==> src/inc/wdt_map.vh <==
`ifndef WDT_MAP_VH
`define WDT_MAP_VH

// ----------------------------------------------------------------------
// Register location on the core's special-function port
// ----------------------------------------------------------------------
`define WDT_SFR_ADDR 8'hC0

// ----------------------------------------------------------------------
// Field positions of the control and status register
// ----------------------------------------------------------------------
`define WDT_PRE_HI 7
`define WDT_PRE_LO 4
`define WDT_IRSP_BIT 3
`define WDT_STAT_BIT 2
`define WDT_EN_BIT 1
`define WDT_ARM_BIT 0

// ----------------------------------------------------------------------
// Reset values
// ----------------------------------------------------------------------
`define WDT_PRE_RST 4'h7
`define WDT_IRSP_RST 1'b0
`define WDT_STAT_RST 1'b0
`define WDT_EN_RST 1'b1
`define WDT_ARM_RST 1'b0

// ----------------------------------------------------------------------
// Prescaler codes and counter geometry
// ----------------------------------------------------------------------
`define WDT_PRE_MAX_TIMED 4'h7
`define WDT_PRE_AUTO_RST 4'h8
`define WDT_PRE_DL_RST 4'h9
`define WDT_CNT_W 16
`define WDT_BASE_SHIFT 5'h09

// ----------------------------------------------------------------------
// Timing of the reset pulse driven out on expiry
// ----------------------------------------------------------------------
`define WDT_CLK_PERIOD_NS 50
`define WDT_RST_PULSE_NS 1000
`define WDT_RST_PULSE_CYC ((`WDT_RST_PULSE_NS + `WDT_CLK_PERIOD_NS - 1) / `WDT_CLK_PERIOD_NS)

`endif

==> src/hw/wdt_sync.v <==
// ----------------------------------------------------------------------
// Two-stage synchroniser for one level from outside the clock domain
// ----------------------------------------------------------------------
module wdt_sync (
    // Clock and reset
    input wire sys_clk,
    input wire rst_n,
    // Level in and out
    input wire async_in,
    output wire sync_out
);

    reg meta_reg;
    reg sync_reg;

    // Only the second stage is read, so a metastable first stage never
    // reaches any logic.
    always @(posedge sys_clk or negedge rst_n) begin
        if (!rst_n) begin
            meta_reg <= 1'b0;
            sync_reg <= 1'b0;
        end else begin
            meta_reg <= async_in;
            sync_reg <= meta_reg;
        end
    end

    assign sync_out = sync_reg;

endmodule // wdt_sync

==> src/hw/wdt_counter.v <==
`include "wdt_map.vh"

// ----------------------------------------------------------------------
// Watchdog counter with prescaler-selected terminal count
// ----------------------------------------------------------------------
module wdt_counter (
    // Clock and reset
    input wire sys_clk,
    input wire rst_n,
    // Control
    input wire tick,
    input wire clear,
    input wire run,
    input wire [3:0] pre,
    // Result
    output wire expire
);

    reg [`WDT_CNT_W-1:0] count_reg;
    reg expire_reg;

    // Terminal count is 2^(pre+9)-1, so expiry falls on tick 2^(pre+9).
    function [`WDT_CNT_W-1:0] wdt_term_mask;
        input [3:0] sel;
        reg [`WDT_CNT_W:0] one_hot;
        reg [`WDT_CNT_W:0] mask;
        begin
            one_hot = {{`WDT_CNT_W{1'b0}}, 1'b1} << ({1'b0, sel} + `WDT_BASE_SHIFT);
            mask = one_hot - {{`WDT_CNT_W{1'b0}}, 1'b1};
            wdt_term_mask = mask[`WDT_CNT_W-1:0];
        end
    endfunction

    wire at_term = (count_reg == wdt_term_mask(pre));

    always @(posedge sys_clk or negedge rst_n) begin
        if (!rst_n) begin
            count_reg <= {`WDT_CNT_W{1'b0}};
            expire_reg <= 1'b0;
        end else begin
            expire_reg <= 1'b0;
            if (clear) begin
                count_reg <= {`WDT_CNT_W{1'b0}};
            end else if (run && tick) begin
                if (at_term) begin
                    count_reg <= {`WDT_CNT_W{1'b0}};
                    expire_reg <= 1'b1;
                end else begin
                    count_reg <= count_reg + {{(`WDT_CNT_W-1){1'b0}}, 1'b1};
                end
            end
        end
    end

    assign expire = expire_reg;

endmodule // wdt_counter

==> src/hw/wdt_ctrl_top.v <==
`include "wdt_map.vh"

module wdt_ctrl_top (
    // Clock and reset
    input wire sys_clk,
    input wire rst_n,
    // Crystal clock pin
    input wire crystal_input_clock,
    // Special-function register port of the core
    input wire [7:0] sfr_addr,
    input wire sfr_wr,
    input wire [7:0] sfr_wdata,
    input wire sfr_bit_wr,
    input wire [2:0] sfr_bit_sel,
    input wire sfr_bit_val,
    input wire sfr_rd,
    output wire [7:0] sfr_rdata,
    // Instruction boundary from the core
    input wire instr_end,
    // Protection bit from the flash byte, low means protected
    input wire wdt_protect_n,
    // Expiry actions
    output wire wdt_irq,
    output wire wdt_sys_reset,
    output wire wdt_download_reset,
    // Register fields for observation
    output wire expiry_response_select,
    output wire timeout_status_flag,
    output wire watchdog_enable_kick,
    output wire control_write_arm
);

    // ------------------------------------------------------------------
    // Arming states
    // ------------------------------------------------------------------
    localparam [1:0] ARM_IDLE = 2'h0;
    localparam [1:0] ARM_WAIT_END = 2'h1;
    localparam [1:0] ARM_READY = 2'h2;
    // The cycle count is an integer expression; only its low five bits are kept.
    localparam integer PULSE_CYC = `WDT_RST_PULSE_CYC;
    localparam [4:0] PULSE_LEN = PULSE_CYC[4:0];

    // ------------------------------------------------------------------
    // Reset release
    // ------------------------------------------------------------------
    reg rst_meta_reg;
    reg rst_sync_reg;
    wire rst_core_n = rst_sync_reg;

    // The reset asserts at once and releases two edges later, so the
    // whole block leaves reset on one clean edge.
    always @(posedge sys_clk or negedge rst_n) begin
        if (!rst_n) begin
            rst_meta_reg <= 1'b0;
            rst_sync_reg <= 1'b0;
        end else begin
            rst_meta_reg <= 1'b1;
            rst_sync_reg <= rst_meta_reg;
        end
    end

    // ------------------------------------------------------------------
    // Crystal clock edge detection
    // ------------------------------------------------------------------
    wire xtal_sync;
    reg xtal_prev_reg;
    wire xtal_tick = xtal_sync & ~xtal_prev_reg;

    wdt_sync u_xtal_sync (
        .sys_clk(sys_clk),
        .rst_n(rst_core_n),
        .async_in(crystal_input_clock),
        .sync_out(xtal_sync)
    );

    always @(posedge sys_clk or negedge rst_core_n) begin
        if (!rst_core_n) begin
            xtal_prev_reg <= 1'b0;
        end else begin
            xtal_prev_reg <= xtal_sync;
        end
    end

    // ------------------------------------------------------------------
    // Register state
    // ------------------------------------------------------------------
    reg [3:0] pre_reg;
    reg irsp_reg;
    reg stat_reg;
    reg en_reg;
    reg [1:0] arm_state_reg;
    reg [1:0] arm_state_next;
    reg [7:0] rdata_reg;
    reg irq_reg;
    reg sys_rst_reg;
    reg dl_rst_reg;
    reg [4:0] pulse_cnt_reg;
    reg arm_out_reg;

    // Bit writes read-modify-write the current contents.
    function [7:0] wdt_merge;
        input [7:0] cur;
        input [2:0] sel;
        input val;
        reg [7:0] tmp;
        begin
            tmp = cur;
            tmp[sel] = val;
            wdt_merge = tmp;
        end
    endfunction

    wire protected_w = ~wdt_protect_n;
    wire armed = (arm_state_reg != ARM_IDLE);
    wire [7:0] cur_val = {pre_reg, irsp_reg, stat_reg, en_reg, armed};
    wire reg_hit = (sfr_addr == `WDT_SFR_ADDR);
    wire byte_wr = sfr_wr & reg_hit;
    wire bit_wr = sfr_bit_wr & reg_hit;
    wire any_wr = byte_wr | bit_wr;
    wire [7:0] wr_val = byte_wr ? sfr_wdata : wdt_merge(cur_val, sfr_bit_sel, sfr_bit_val);
    wire wr_accept = any_wr & (arm_state_reg == ARM_READY);
    wire wr_arming = any_wr & ~wr_accept & wr_val[`WDT_ARM_BIT];
    wire kick = wr_accept & wr_val[`WDT_EN_BIT];

    // ------------------------------------------------------------------
    // Write arming sequence
    // ------------------------------------------------------------------
    always @* begin
        arm_state_next = arm_state_reg;
        if (wr_accept) begin
            arm_state_next = ARM_IDLE;
        end else if (wr_arming) begin
            arm_state_next = instr_end ? ARM_READY : ARM_WAIT_END;
        end else begin
            case (arm_state_reg)
                ARM_WAIT_END: begin
                    if (instr_end) begin
                        arm_state_next = ARM_READY;
                    end
                end
                ARM_READY: begin
                    if (instr_end) begin
                        arm_state_next = ARM_IDLE;
                    end
                end
                default: begin
                    arm_state_next = ARM_IDLE;
                end
            endcase
        end
    end

    // ------------------------------------------------------------------
    // Counter and expiry detection
    // ------------------------------------------------------------------
    wire timed_code = (pre_reg <= `WDT_PRE_MAX_TIMED);
    wire pulse_busy = (pulse_cnt_reg != 5'h00);
    wire timed_expire;
    // Codes 10 to 15 are never expected; they simply halt the counter.
    wire run = en_reg & timed_code & ~pulse_busy;
    wire auto_fire = en_reg & ~pulse_busy & (pre_reg == `WDT_PRE_AUTO_RST);
    wire dl_fire = en_reg & ~pulse_busy & (pre_reg == `WDT_PRE_DL_RST);
    wire timed_rst = timed_expire & ~irsp_reg;
    wire timed_irq = timed_expire & irsp_reg;
    wire rst_fire = timed_rst | auto_fire | dl_fire;
    wire any_timeout = timed_expire | auto_fire | dl_fire;

    wdt_counter u_counter (
        .sys_clk(sys_clk),
        .rst_n(rst_core_n),
        .tick(xtal_tick),
        .clear(kick | rst_fire),
        .run(run),
        .pre(pre_reg),
        .expire(timed_expire)
    );

    // ------------------------------------------------------------------
    // Control and status fields
    // ------------------------------------------------------------------
    // A watchdog reset restores the control fields to their defaults,
    // but the status bit is left alone so software can see the cause.
    always @(posedge sys_clk or negedge rst_core_n) begin
        if (!rst_core_n) begin
            pre_reg <= `WDT_PRE_RST;
            irsp_reg <= `WDT_IRSP_RST;
            en_reg <= `WDT_EN_RST;
            arm_state_reg <= ARM_IDLE;
            arm_out_reg <= 1'b0;
        end else begin
            if (rst_fire) begin
                pre_reg <= `WDT_PRE_RST;
                irsp_reg <= `WDT_IRSP_RST;
                en_reg <= `WDT_EN_RST;
                arm_state_reg <= ARM_IDLE;
                arm_out_reg <= 1'b0;
            end else begin
                arm_state_reg <= arm_state_next;
                arm_out_reg <= (arm_state_next != ARM_IDLE);
                if (wr_accept) begin
                    pre_reg <= wr_val[`WDT_PRE_HI:`WDT_PRE_LO];
                end
                if (protected_w) begin
                    irsp_reg <= 1'b0;
                    en_reg <= 1'b1;
                end else if (wr_accept) begin
                    irsp_reg <= wr_val[`WDT_IRSP_BIT];
                    en_reg <= wr_val[`WDT_EN_BIT];
                end
            end
        end
    end

    // Only the pin reset reaches this flop; a set beats a clear.
    always @(posedge sys_clk or negedge rst_core_n) begin
        if (!rst_core_n) begin
            stat_reg <= `WDT_STAT_RST;
        end else if (any_timeout) begin
            stat_reg <= 1'b1;
        end else if (wr_accept && !wr_val[`WDT_STAT_BIT]) begin
            stat_reg <= 1'b0;
        end
    end

    // ------------------------------------------------------------------
    // Expiry actions
    // ------------------------------------------------------------------
    // The interrupt line is a registered copy of the timed expiry while the
    // response bit selects an interrupt, so each expiry gives a one-cycle
    // pulse and no system reset.
    always @(posedge sys_clk or negedge rst_core_n) begin
        if (!rst_core_n) begin
            irq_reg <= 1'b0;
        end else begin
            irq_reg <= timed_irq;
        end
    end

    always @(posedge sys_clk or negedge rst_core_n) begin
        if (!rst_core_n) begin
            pulse_cnt_reg <= 5'h00;
            sys_rst_reg <= 1'b0;
            dl_rst_reg <= 1'b0;
        end else if (rst_fire) begin
            pulse_cnt_reg <= PULSE_LEN;
            sys_rst_reg <= 1'b1;
            dl_rst_reg <= dl_fire;
        end else if (pulse_busy) begin
            pulse_cnt_reg <= pulse_cnt_reg - 5'h01;
            if (pulse_cnt_reg == 5'h01) begin
                sys_rst_reg <= 1'b0;
                dl_rst_reg <= 1'b0;
            end
        end
    end

    // ------------------------------------------------------------------
    // Read data
    // ------------------------------------------------------------------
    always @(posedge sys_clk or negedge rst_core_n) begin
        if (!rst_core_n) begin
            rdata_reg <= 8'h00;
        end else if (sfr_rd && reg_hit) begin
            rdata_reg <= cur_val;
        end else begin
            rdata_reg <= 8'h00;
        end
    end

    // ------------------------------------------------------------------
    // Outputs
    // ------------------------------------------------------------------
    assign sfr_rdata = rdata_reg;
    assign wdt_irq = irq_reg;
    assign wdt_sys_reset = sys_rst_reg;
    assign wdt_download_reset = dl_rst_reg;
    assign expiry_response_select = irsp_reg;
    assign timeout_status_flag = stat_reg;
    assign watchdog_enable_kick = en_reg;
    // The arm flag keeps a flop of its own so that the port does not carry
    // the decode of the arming state.
    assign control_write_arm = arm_out_reg;

endmodule // wdt_ctrl_top

==> config.mk <==
export PLATFORM = sky130hd
export DESIGN_NAME = wdt_ctrl_top
export DESIGN_NICKNAME = d
export VERILOG_FILES = /design/src/hw/wdt_sync.v /design/src/hw/wdt_counter.v /design/src/hw/wdt_ctrl_top.v
export VERILOG_INCLUDE_DIRS = /design/src /design/src/inc
export SDC_FILE = /design/constraint.sdc
export NUM_CORES = 1
export LEC_CHECK = 0
export ABC_AREA = 1
export BUFFER_PORTS_ARGS = -buffer_cell sky130_fd_sc_hd__buf_2
export CAP_MARGIN = 20
export CORE_UTILIZATION = 25
export CTS_CLUSTER_SIZE = 25
export DETAILED_ROUTE_END_ITERATION = 7
export SLEW_MARGIN = 10
export SYNTH_ARGS = -nofsm -noshare
export SYNTH_HDL_FRONTEND = slang
export SYNTH_SLANG_ARGS = --single-unit
==> constraint.sdc <==
create_clock -name sys_clk -period 3.54 [get_ports sys_clk]
set_clock_uncertainty 0.2 [all_clocks]
set_input_delay 0.354 -clock sys_clk [delete_from_list [all_inputs] [get_ports sys_clk]]
set_output_delay 0.354 -clock sys_clk [all_outputs]
set_load 0.05 [all_outputs]
; After elaboration in Yosys (flattened, before gate mapping)
; Cells that the tools add are included.
[word_totals]
regBits = 48
latch_bits = 0
ram_bits = 0
mem_bits_ro = 0
inputBits = 28
output_inout_bits = 15
word_cells = 107
memories = 0
[classes]
addsub = 4
n_mul = 0
div_mod_pow = 0
order_cmp = 3
eq_ne = 8
shifts = 1
n_mux = 35
n_bitwise = 24
reduce_logical = 14
[ops]
columns = op, count
row1 = $mux 16, 3
row2 = $mux 1, 17
row3 = $add 16x1->16 const B, 1
row4 = $eq 16x16->1, 1
row5 = $mux 8, 2
row6 = $shl 1x5->16 const A, 1
row7 = $sub 16x1->16 const B, 1
row8 = $and 1x1->1, 14
row9 = $reduce_bool 2->1, 7
row10 = $mux 2, 6
row11 = $mux 5, 2
row12 = $bwmux 8, 1
row13 = $eq 4x4->1 const B, 2
row14 = $eq 8x8->1 const B, 1
row15 = $mux 4, 2
row16 = $or 1x1->1, 6
row17 = $add 4x4->5 const B, 1
row18 = $eq 5x1->1 const B, 1
row19 = $reduce_bool 5->1, 1
row20 = $sub 5x1->5 const B, 1
row21 = $le 4x3->1 const B, 1
row22 = $logic_and 1x1->1, 4
row23 = $lt 3x4->1 const B, 1
row24 = $not 1->1, 4
row25 = 8 further kinds, 8

; Longest topological paths before layout
; Gate-level depths: netlist of run 1.
[logic_depth]
depth_word = 11
depth_mapped = 14
depth_no_buf = 14

; Hierarchy
; Synthesis of run 1 repeated with hierarchy kept, for this count alone.
[unflattened]
hier_cells = 451
hier_area_um2 = 3166.8
[by_module_without_submodules]
columns = mod, instances, cells_each, area_each_um2
row1 = wdt_ctrl_top, 1, 209, 1640.3
row2 = wdt_counter, 1, 240, 1476.4
row3 = wdt_sync, 1, 2, 50.0

; Worst setup path after synthesis of run 1
; Ideal clock, no wire load.
[synth_path]
kind = register -> register
start = register pulse_cnt_reg[0]
end = register u_counter.count_reg[11]
setup_ns = 0.119
arrival_ns = 1.676
required_ns = 3.221
slack_ns = 1.545
path_stages_with_launch = 14
n_path_buf = 0
synth_period_minus_slack_ns = 1.995
path_cell_list = dfrtp_1 -> inv_1 -> ha_1 -> inv_2 -> nor3_4 -> nand2_2 -> nor2_2 -> nor2_2 -> nand2_1 -> inv_2 -> nand2_1 -> nand2_2 -> nand2_1 -> nor2_1
[synth_between]
elab_chain_cells = 8
word_cells_on_any_way = 12
[synth_lines]
columns = element, line
row1 = start: declaration, wdt_ctrl_top.v:97  ; reg [4:0] pulse_cnt_reg;
row2 = start signal: assignment, wdt_ctrl_top.v:249  ; pulse_cnt_reg <= pulse_cnt_reg - 5'h01;
row3 = $reduce_bool 5->1 *, wdt_ctrl_top.v:157  ; wire pulse_busy = (pulse_cnt_reg != 5'h00);
row4 = $not 1->1 *, "wdt_ctrl_top.v:160, wdt_ctrl_top.v:161, wdt_ctrl_top.v:162"
row5 = $and 1x1->1, "wdt_ctrl_top.v:161, wdt_ctrl_top.v:162"
row6 = $and 1x1->1, wdt_ctrl_top.v:161  ; wire auto_fire = en_reg & ~pulse_busy & (pre_reg == `WDT_PRE_AUTO_RST);
row7 = $or 1x1->1 (2 in a row), wdt_ctrl_top.v:165  ; wire rst_fire = timed_rst | auto_fire | dl_fire;
row8 = $or 1x1->1, wdt_ctrl_top.v:172  ; .clear(kick | rst_fire),
row9 = $mux 16 / $reduce_bool 2->1 (equally long branches), --
row10 = end signal: assignment, wdt_counter.v:43  ; count_reg <= {`WDT_CNT_W{1'b0}};
row11 = end signal: assignment, wdt_counter.v:46  ; count_reg <= {`WDT_CNT_W{1'b0}};
row12 = end signal: assignment, wdt_counter.v:49  ; count_reg <= count_reg + {{(`WDT_CNT_W-1){1'b0}}, 1'b1};
row13 = end: declaration, wdt_counter.v:19  ; reg [`WDT_CNT_W-1:0] count_reg;
; Mark *: on every way between the ends. The rest lies on a longest branch, timed or not.
; A chain may end at the register's enable or synchronous reset.

; Worst setup path in the final report of run 1
[layout_path]
start = register pulse_cnt_reg[0]
end = register u_counter.count_reg[12]
; The elaborated chain is that of the path after synthesis.

==> qor.yml, run 1 <==
powerDensity_nw_per_um2: 345
crit_path_end_kind: "register"
synth_common_cells: "nand2_1 (87), nor2_1 (59), inv_1 (54)"
hold_viol: 0
required_ns: 3.58
ff2ff_path_depth: 11
synth_area_leaders: "dfrtp_1 (40%), nand2_1 (12%), nand3_1 (8.5%)"
period_needed_ns: 2.83
antenna_left: 0
syn_inst: 385
start_util: 0.256
drcViolationCount: 0
ir_worst_vdd_v: 0.000170
synth.largest_area_cell: "dfrtp_1"
clock_latency_ns: 0.31
largest_register_ff_count: 16
cts_sinks: 48
pwr-share-seq: 0.522
synthAdderAreaFrac: 0.0316
synth_top_family_by_area: "simple AND/OR/NAND/NOR gates"
cts_buffers: 5
run_status: "finished, final reports clean"
top_usage_layer: "met2"
viasPerCell: 4.41
die_y_um: 107
synth-seq-cells: 48
ys_warn_count: 0
worstPathArrival_ns: 2.87
die_w_um: 107
ys_seq_area_frac: 0.435
grt_overflow: 0
nFillCells: 1186
slowest_delay_ns: 0.59
use_met1: 0.143
gp_congestion: 0.836
dpl.hpwl_um: 4790
grt_pass1_vias: 2458
gr-usage-met3: 0.0224
power.leakage_nw: 1.81
finalSetupTns_ns: 0
cts_setup_buffers: 0
drt-wirelength-per-cell_um: 10.5
swShare: 0.264
async_flop_share: 1.00
synth_compound_area_frac: 0.0817
yosysTopAreaCellShare: 0.397
avgSynthCellArea_um2: 7.20
ctsHoldBuffers: 2
yosysMostFrequentCell: "nand2_1"
grt_max_degree: 47
critPathSlowestCell: "nand3_2"
fp-row-count: 38
antenna_found_initial: 0
clock_path_buffers: 2
power.share.combinational: 0.118
grt_pass1_wl_um: 10600
post_synth_mux_area_share: 0
grt_util_all_layers: 0.114
io_pins: 43
area_growth_pct: 18.8
htreeDepth: 2
first_pass_iters: 4
period_share: 0.800
layout.nets: 469
hold_ws_ns: 0.0459
synth_edf_count: 0
p_clk_frac: 0.361
power.switching_mw: 0.300
diodes: 0
startpoint_type: "register"
die-area_um2: 11500
slew_viol_final: 0
tightestPinTransition_ns: 0.580
p_int_mw: 0.837
cts_resized: 0
worstSetupPathType: "reg -> reg"
max_freq_mhz: 353
netlist_area_um2: 2770
synth-xor-area-share: 0.0126
path_max_fanout: 30
synthSimpleGateAreaFrac: 0.347
min_path_type: "reg -> async"
cts_tree: "built"
synth_flop_cell: "dfrtp_1"
max_slew_margin: 0.613
ys_types: 30
crit_chain: "inv_1, ha_1, inv_2, nor3_4, nand2_2, nor2_2, nor2_2, nand3_2, nand2_2, nand2_1, nor2_1"
vias: 2536
clkTransAtPathRegs_ns: 0.10
cts_root_buffer: "clkbuf_8"
rsz0062_at_grt: "no"
wl_um: 6060
dp_cells: 563
portBuffers: 42
grt_use_met2: 0.195
drtIter0Drc: 67
stdcell_count: 575
coreArea_um2: 10800
drv_cap: 0
finalSetupViolCount: 0
drive_above_1_share: 0.163
-- cells in the final DEF, fill, tap and decap left out, types with 3 or more instances in the layout --
cell	Yosys	layout
clkbuf_8	0	5
nor3_1	9	9
nor2_1	59	59
buf_2	3	42
nand2_2	4	4
o21ai_0	11	11
dfrtp_1	44	43
conb_1	1	3
nand4_1	4	4
dfstp_2	4	4
o211ai_1	3	3
nor2_2	4	4
inv_2	3	3
dlygate4sd3_1	0	3
inv_1	54	54
xor2_1	4	4
a21oi_1	25	25
nand3_1	47	47
ha_1	7	7
nand2_1	87	87
-- per-stage QoR --
step                 util  power, mW  setup WS [ns]  area [µm²]
detailed placement  0.289      0.731          0.673        3130
CTS                 0.301       1.15          0.642        3260
finish              0.304       1.14          0.707        3290
global route        0.304       1.20          0.442        3290
floorplan               -      0.695           1.55        2780
global placement    0.289      0.728          0.872        3130
-- worst max-delay path: cells and delay by family (launching register included) --
kind	cells	cell delay (ns)
AND/OR/NAND/NOR	8	1.73
adder cells (fa/ha/maj)	1	0.23
buffers and inverters	2	0.16
flip-flops	1	0.40
-- worst paths after layout --
kind	start	slack, ns	end
max	pulse_cnt_reg[0]	0.71	u_counter.count_reg[12]
min	rst_core_n	0.05	u_counter.count_reg[8]
max reg2reg	pulse_cnt_reg[0]	0.71	u_counter.count_reg[12]
min reg2reg	rst_core_n	0.05	u_counter.count_reg[8]
max in group asynchronous	rst_core_n	2.33	control_write_arm
min in group sys_clk	wdt_protect_n	0.05	watchdog_enable_kick
-- metal layers --
metal / vias up / share of wire
met5: - / 0
met4: 0 / 0.016
met3: 8 / 0.031
met2: 40 / 0.48
met1: 1169 / 0.47
li1: 1319 / -
-- kinds of logic after synthesis --
logic type	Yosys count
compound gates	42
xor+xnor	4
fa+ha+maj	7
buf+inv	63
flops	48
other cells	1
simple gates	220
-- final cells by class --
class | count | area (µm²) | area share
Multi-Input combinational cell | 276 | 1320 | 0.401
Sequential cell | 48 | 1210 | 0.367
Timing Repair Buffer | 46 | 260 | 0.0790
Inverter | 57 | 214 | 0.0650
Tap cell | 140 | 175 | 0.0532
Clock buffer | 5 | 68.8 | 0.0209
Clock inverter | 3 | 46.3 | 0.0141
-- power by group through the flow --
stage               sequential (mW)  combinational [mW]  clock (mW)
finish                        0.593               0.134       0.410
global route                  0.597               0.156       0.447
CTS                           0.602               0.121       0.424
detailed placement            0.613               0.118           0
global placement              0.613               0.115           0
floorplan                     0.605              0.0900           0
Note: power is estimated with default switching activity, not from simulation.
==> run 2: changes to the inputs <==
- clock period: 3.54 -> 2.5 ns (I/O delays scaled with it)
==> qor.yml, run 2 (synthesized netlist as in run 1, its figures left out) <==
rsz0062_at_grt: "no"
clkTransAtPathRegs_ns: 0.10
period_share: 0.910
cts_buffers: 5
layout.nets: 472
period_needed_ns: 2.28
dpl.hpwl_um: 4930
crit_path_end_kind: "register"
slew_viol_final: 0
tightestPinTransition_ns: 0.515
hold_ws_ns: 0.0302
cts_sinks: 48
viasPerCell: 4.41
r2r_start: "pulse_cnt_reg[0]"
dp_cells: 567
wl_um: 6260
largest_register_ff_count: 16
grt_pass1_vias: 2524
cts_root_buffer: "clkbuf_8"
start_util: 0.256
hold_viol: 0
startpoint_type: "register"
drtIter0Drc: 140
run_status: "finished, final reports clean"
powerDensity_nw_per_um2: 488
cts_tree: "built"
stdcell_count: 578
htreeDepth: 2
clock_path_buffers: 2
grt_max_degree: 31
grt_overflow: 0
vias: 2549
min_path_type: "reg -> async"
power.leakage_nw: 1.83
die_w_um: 107
antenna_found_initial: 0
drv_cap: 0
antenna_left: 0
grt_pass1_wl_um: 11600
area_growth_pct: 19.9
first_pass_iters: 4
path_max_fanout: 14
ir_worst_vdd_v: 0.000224
max_freq_mhz: 440
gp_congestion: 0.818
final_cell_mix: "nand2_1 (87), nor2_1 (59), inv_1 (54)"
die-area_um2: 11500
required_ns: 2.50
clock_latency_ns: 0.31
drt-wirelength-per-cell_um: 10.8
grt_util_all_layers: 0.127
rrSetupSlack_ns: 0.22
worstPathArrival_ns: 2.28
drcViolationCount: 0
worstSetupPathType: "reg -> reg"
die_y_um: 107
reg2reg_to: "u_counter.count_reg[11]"
portBuffers: 42
coreArea_um2: 10800
diodes: 0
final_common_cell: "nand2_1"
drive_above_1_share: 0.169
finalSetupViolCount: 0
fp-row-count: 38
finalSetupTns_ns: 0
power_mw: 1.62
io_pins: 43
ff2ff_path_depth: 13
max_slew_margin: 0.654
-- run 2: cell count changes in the layout (fill, tap and decap cells not counted), sizes merged --
cell      delta
clkinvlp     -1
clkinv       +2
buf          +3
inv          -1
-- run 2: metrics by stage --
stage	setup slack [ns]	util	cell area [µm²]
finish	0.225	0.306	3320
global route	0.00891	0.306	3320
CTS	0.114	0.306	3320
detailed placement	0.00381	0.292	3170
global placement	0.131	0.292	3170
floorplan	0.505	-	2780
-- run 2: critical path, stage by stage, from the launching register on --
cell	delay, ns
dfrtp_1	0.41
inv_1	0.08
ha_1	0.21
inv_2	0.07
nor3_4	0.24
nand2_2	0.10
nor2_2	0.16
nor2_4	0.11
nand2_1	0.12
inv_2	0.10
nand2_1	0.11
nand2_2	0.13
nand2_1	0.09
nor2_1	0.04
-- run 2: metal layers --
layer,GRT usage,vias to the layer above,wire length [µm]
met5,0,-,0
met3,0.0266,6,242
li1,-,1326,-
met1,0.158,1170,2920
met2,0.218,47,3010
met4,0.0431,0,82
-- run 2: worst max path at each step --
stage                               to  cells past startpoint             start
2_1_floorplan  u_counter.count_reg[11]                     13  pulse_cnt_reg[0]
3_3_place_gp   u_counter.count_reg[12]                     13  pulse_cnt_reg[0]
3_5_place_dp   u_counter.count_reg[15]                     13  pulse_cnt_reg[0]
4_1_cts         u_counter.count_reg[3]                     13  pulse_cnt_reg[0]
5_1_grt        u_counter.count_reg[12]                     13  pulse_cnt_reg[0]
6_report       u_counter.count_reg[11]                     13  pulse_cnt_reg[0]
-- run 2: where the power goes --
group / switching [mW] / internal (mW)
sequential: 0.0371 / 0.807
clock: 0.284 / 0.302
combinational: 0.110 / 0.0807
-- run 2: timing repair --
action / in CTS / in global routing
setup buffers: 0 / 0
endpoints found under the setup margin: 6 / 8
hold buffers: 3 / 0
resized for setup: 1 / 0
pin swaps: 0 / 1
hold endpoints to repair: 5 / 0
-- run 2: layout make-up --
class,instances,area (µm²)
fillers,1201,7520
clock buffers,5,68.8
repair buffers,49,283
inverters,57,214
clock inverters,3,47.5
flip-flops and latches,48,1210
well taps,140,175
multi-input cells,276,1330
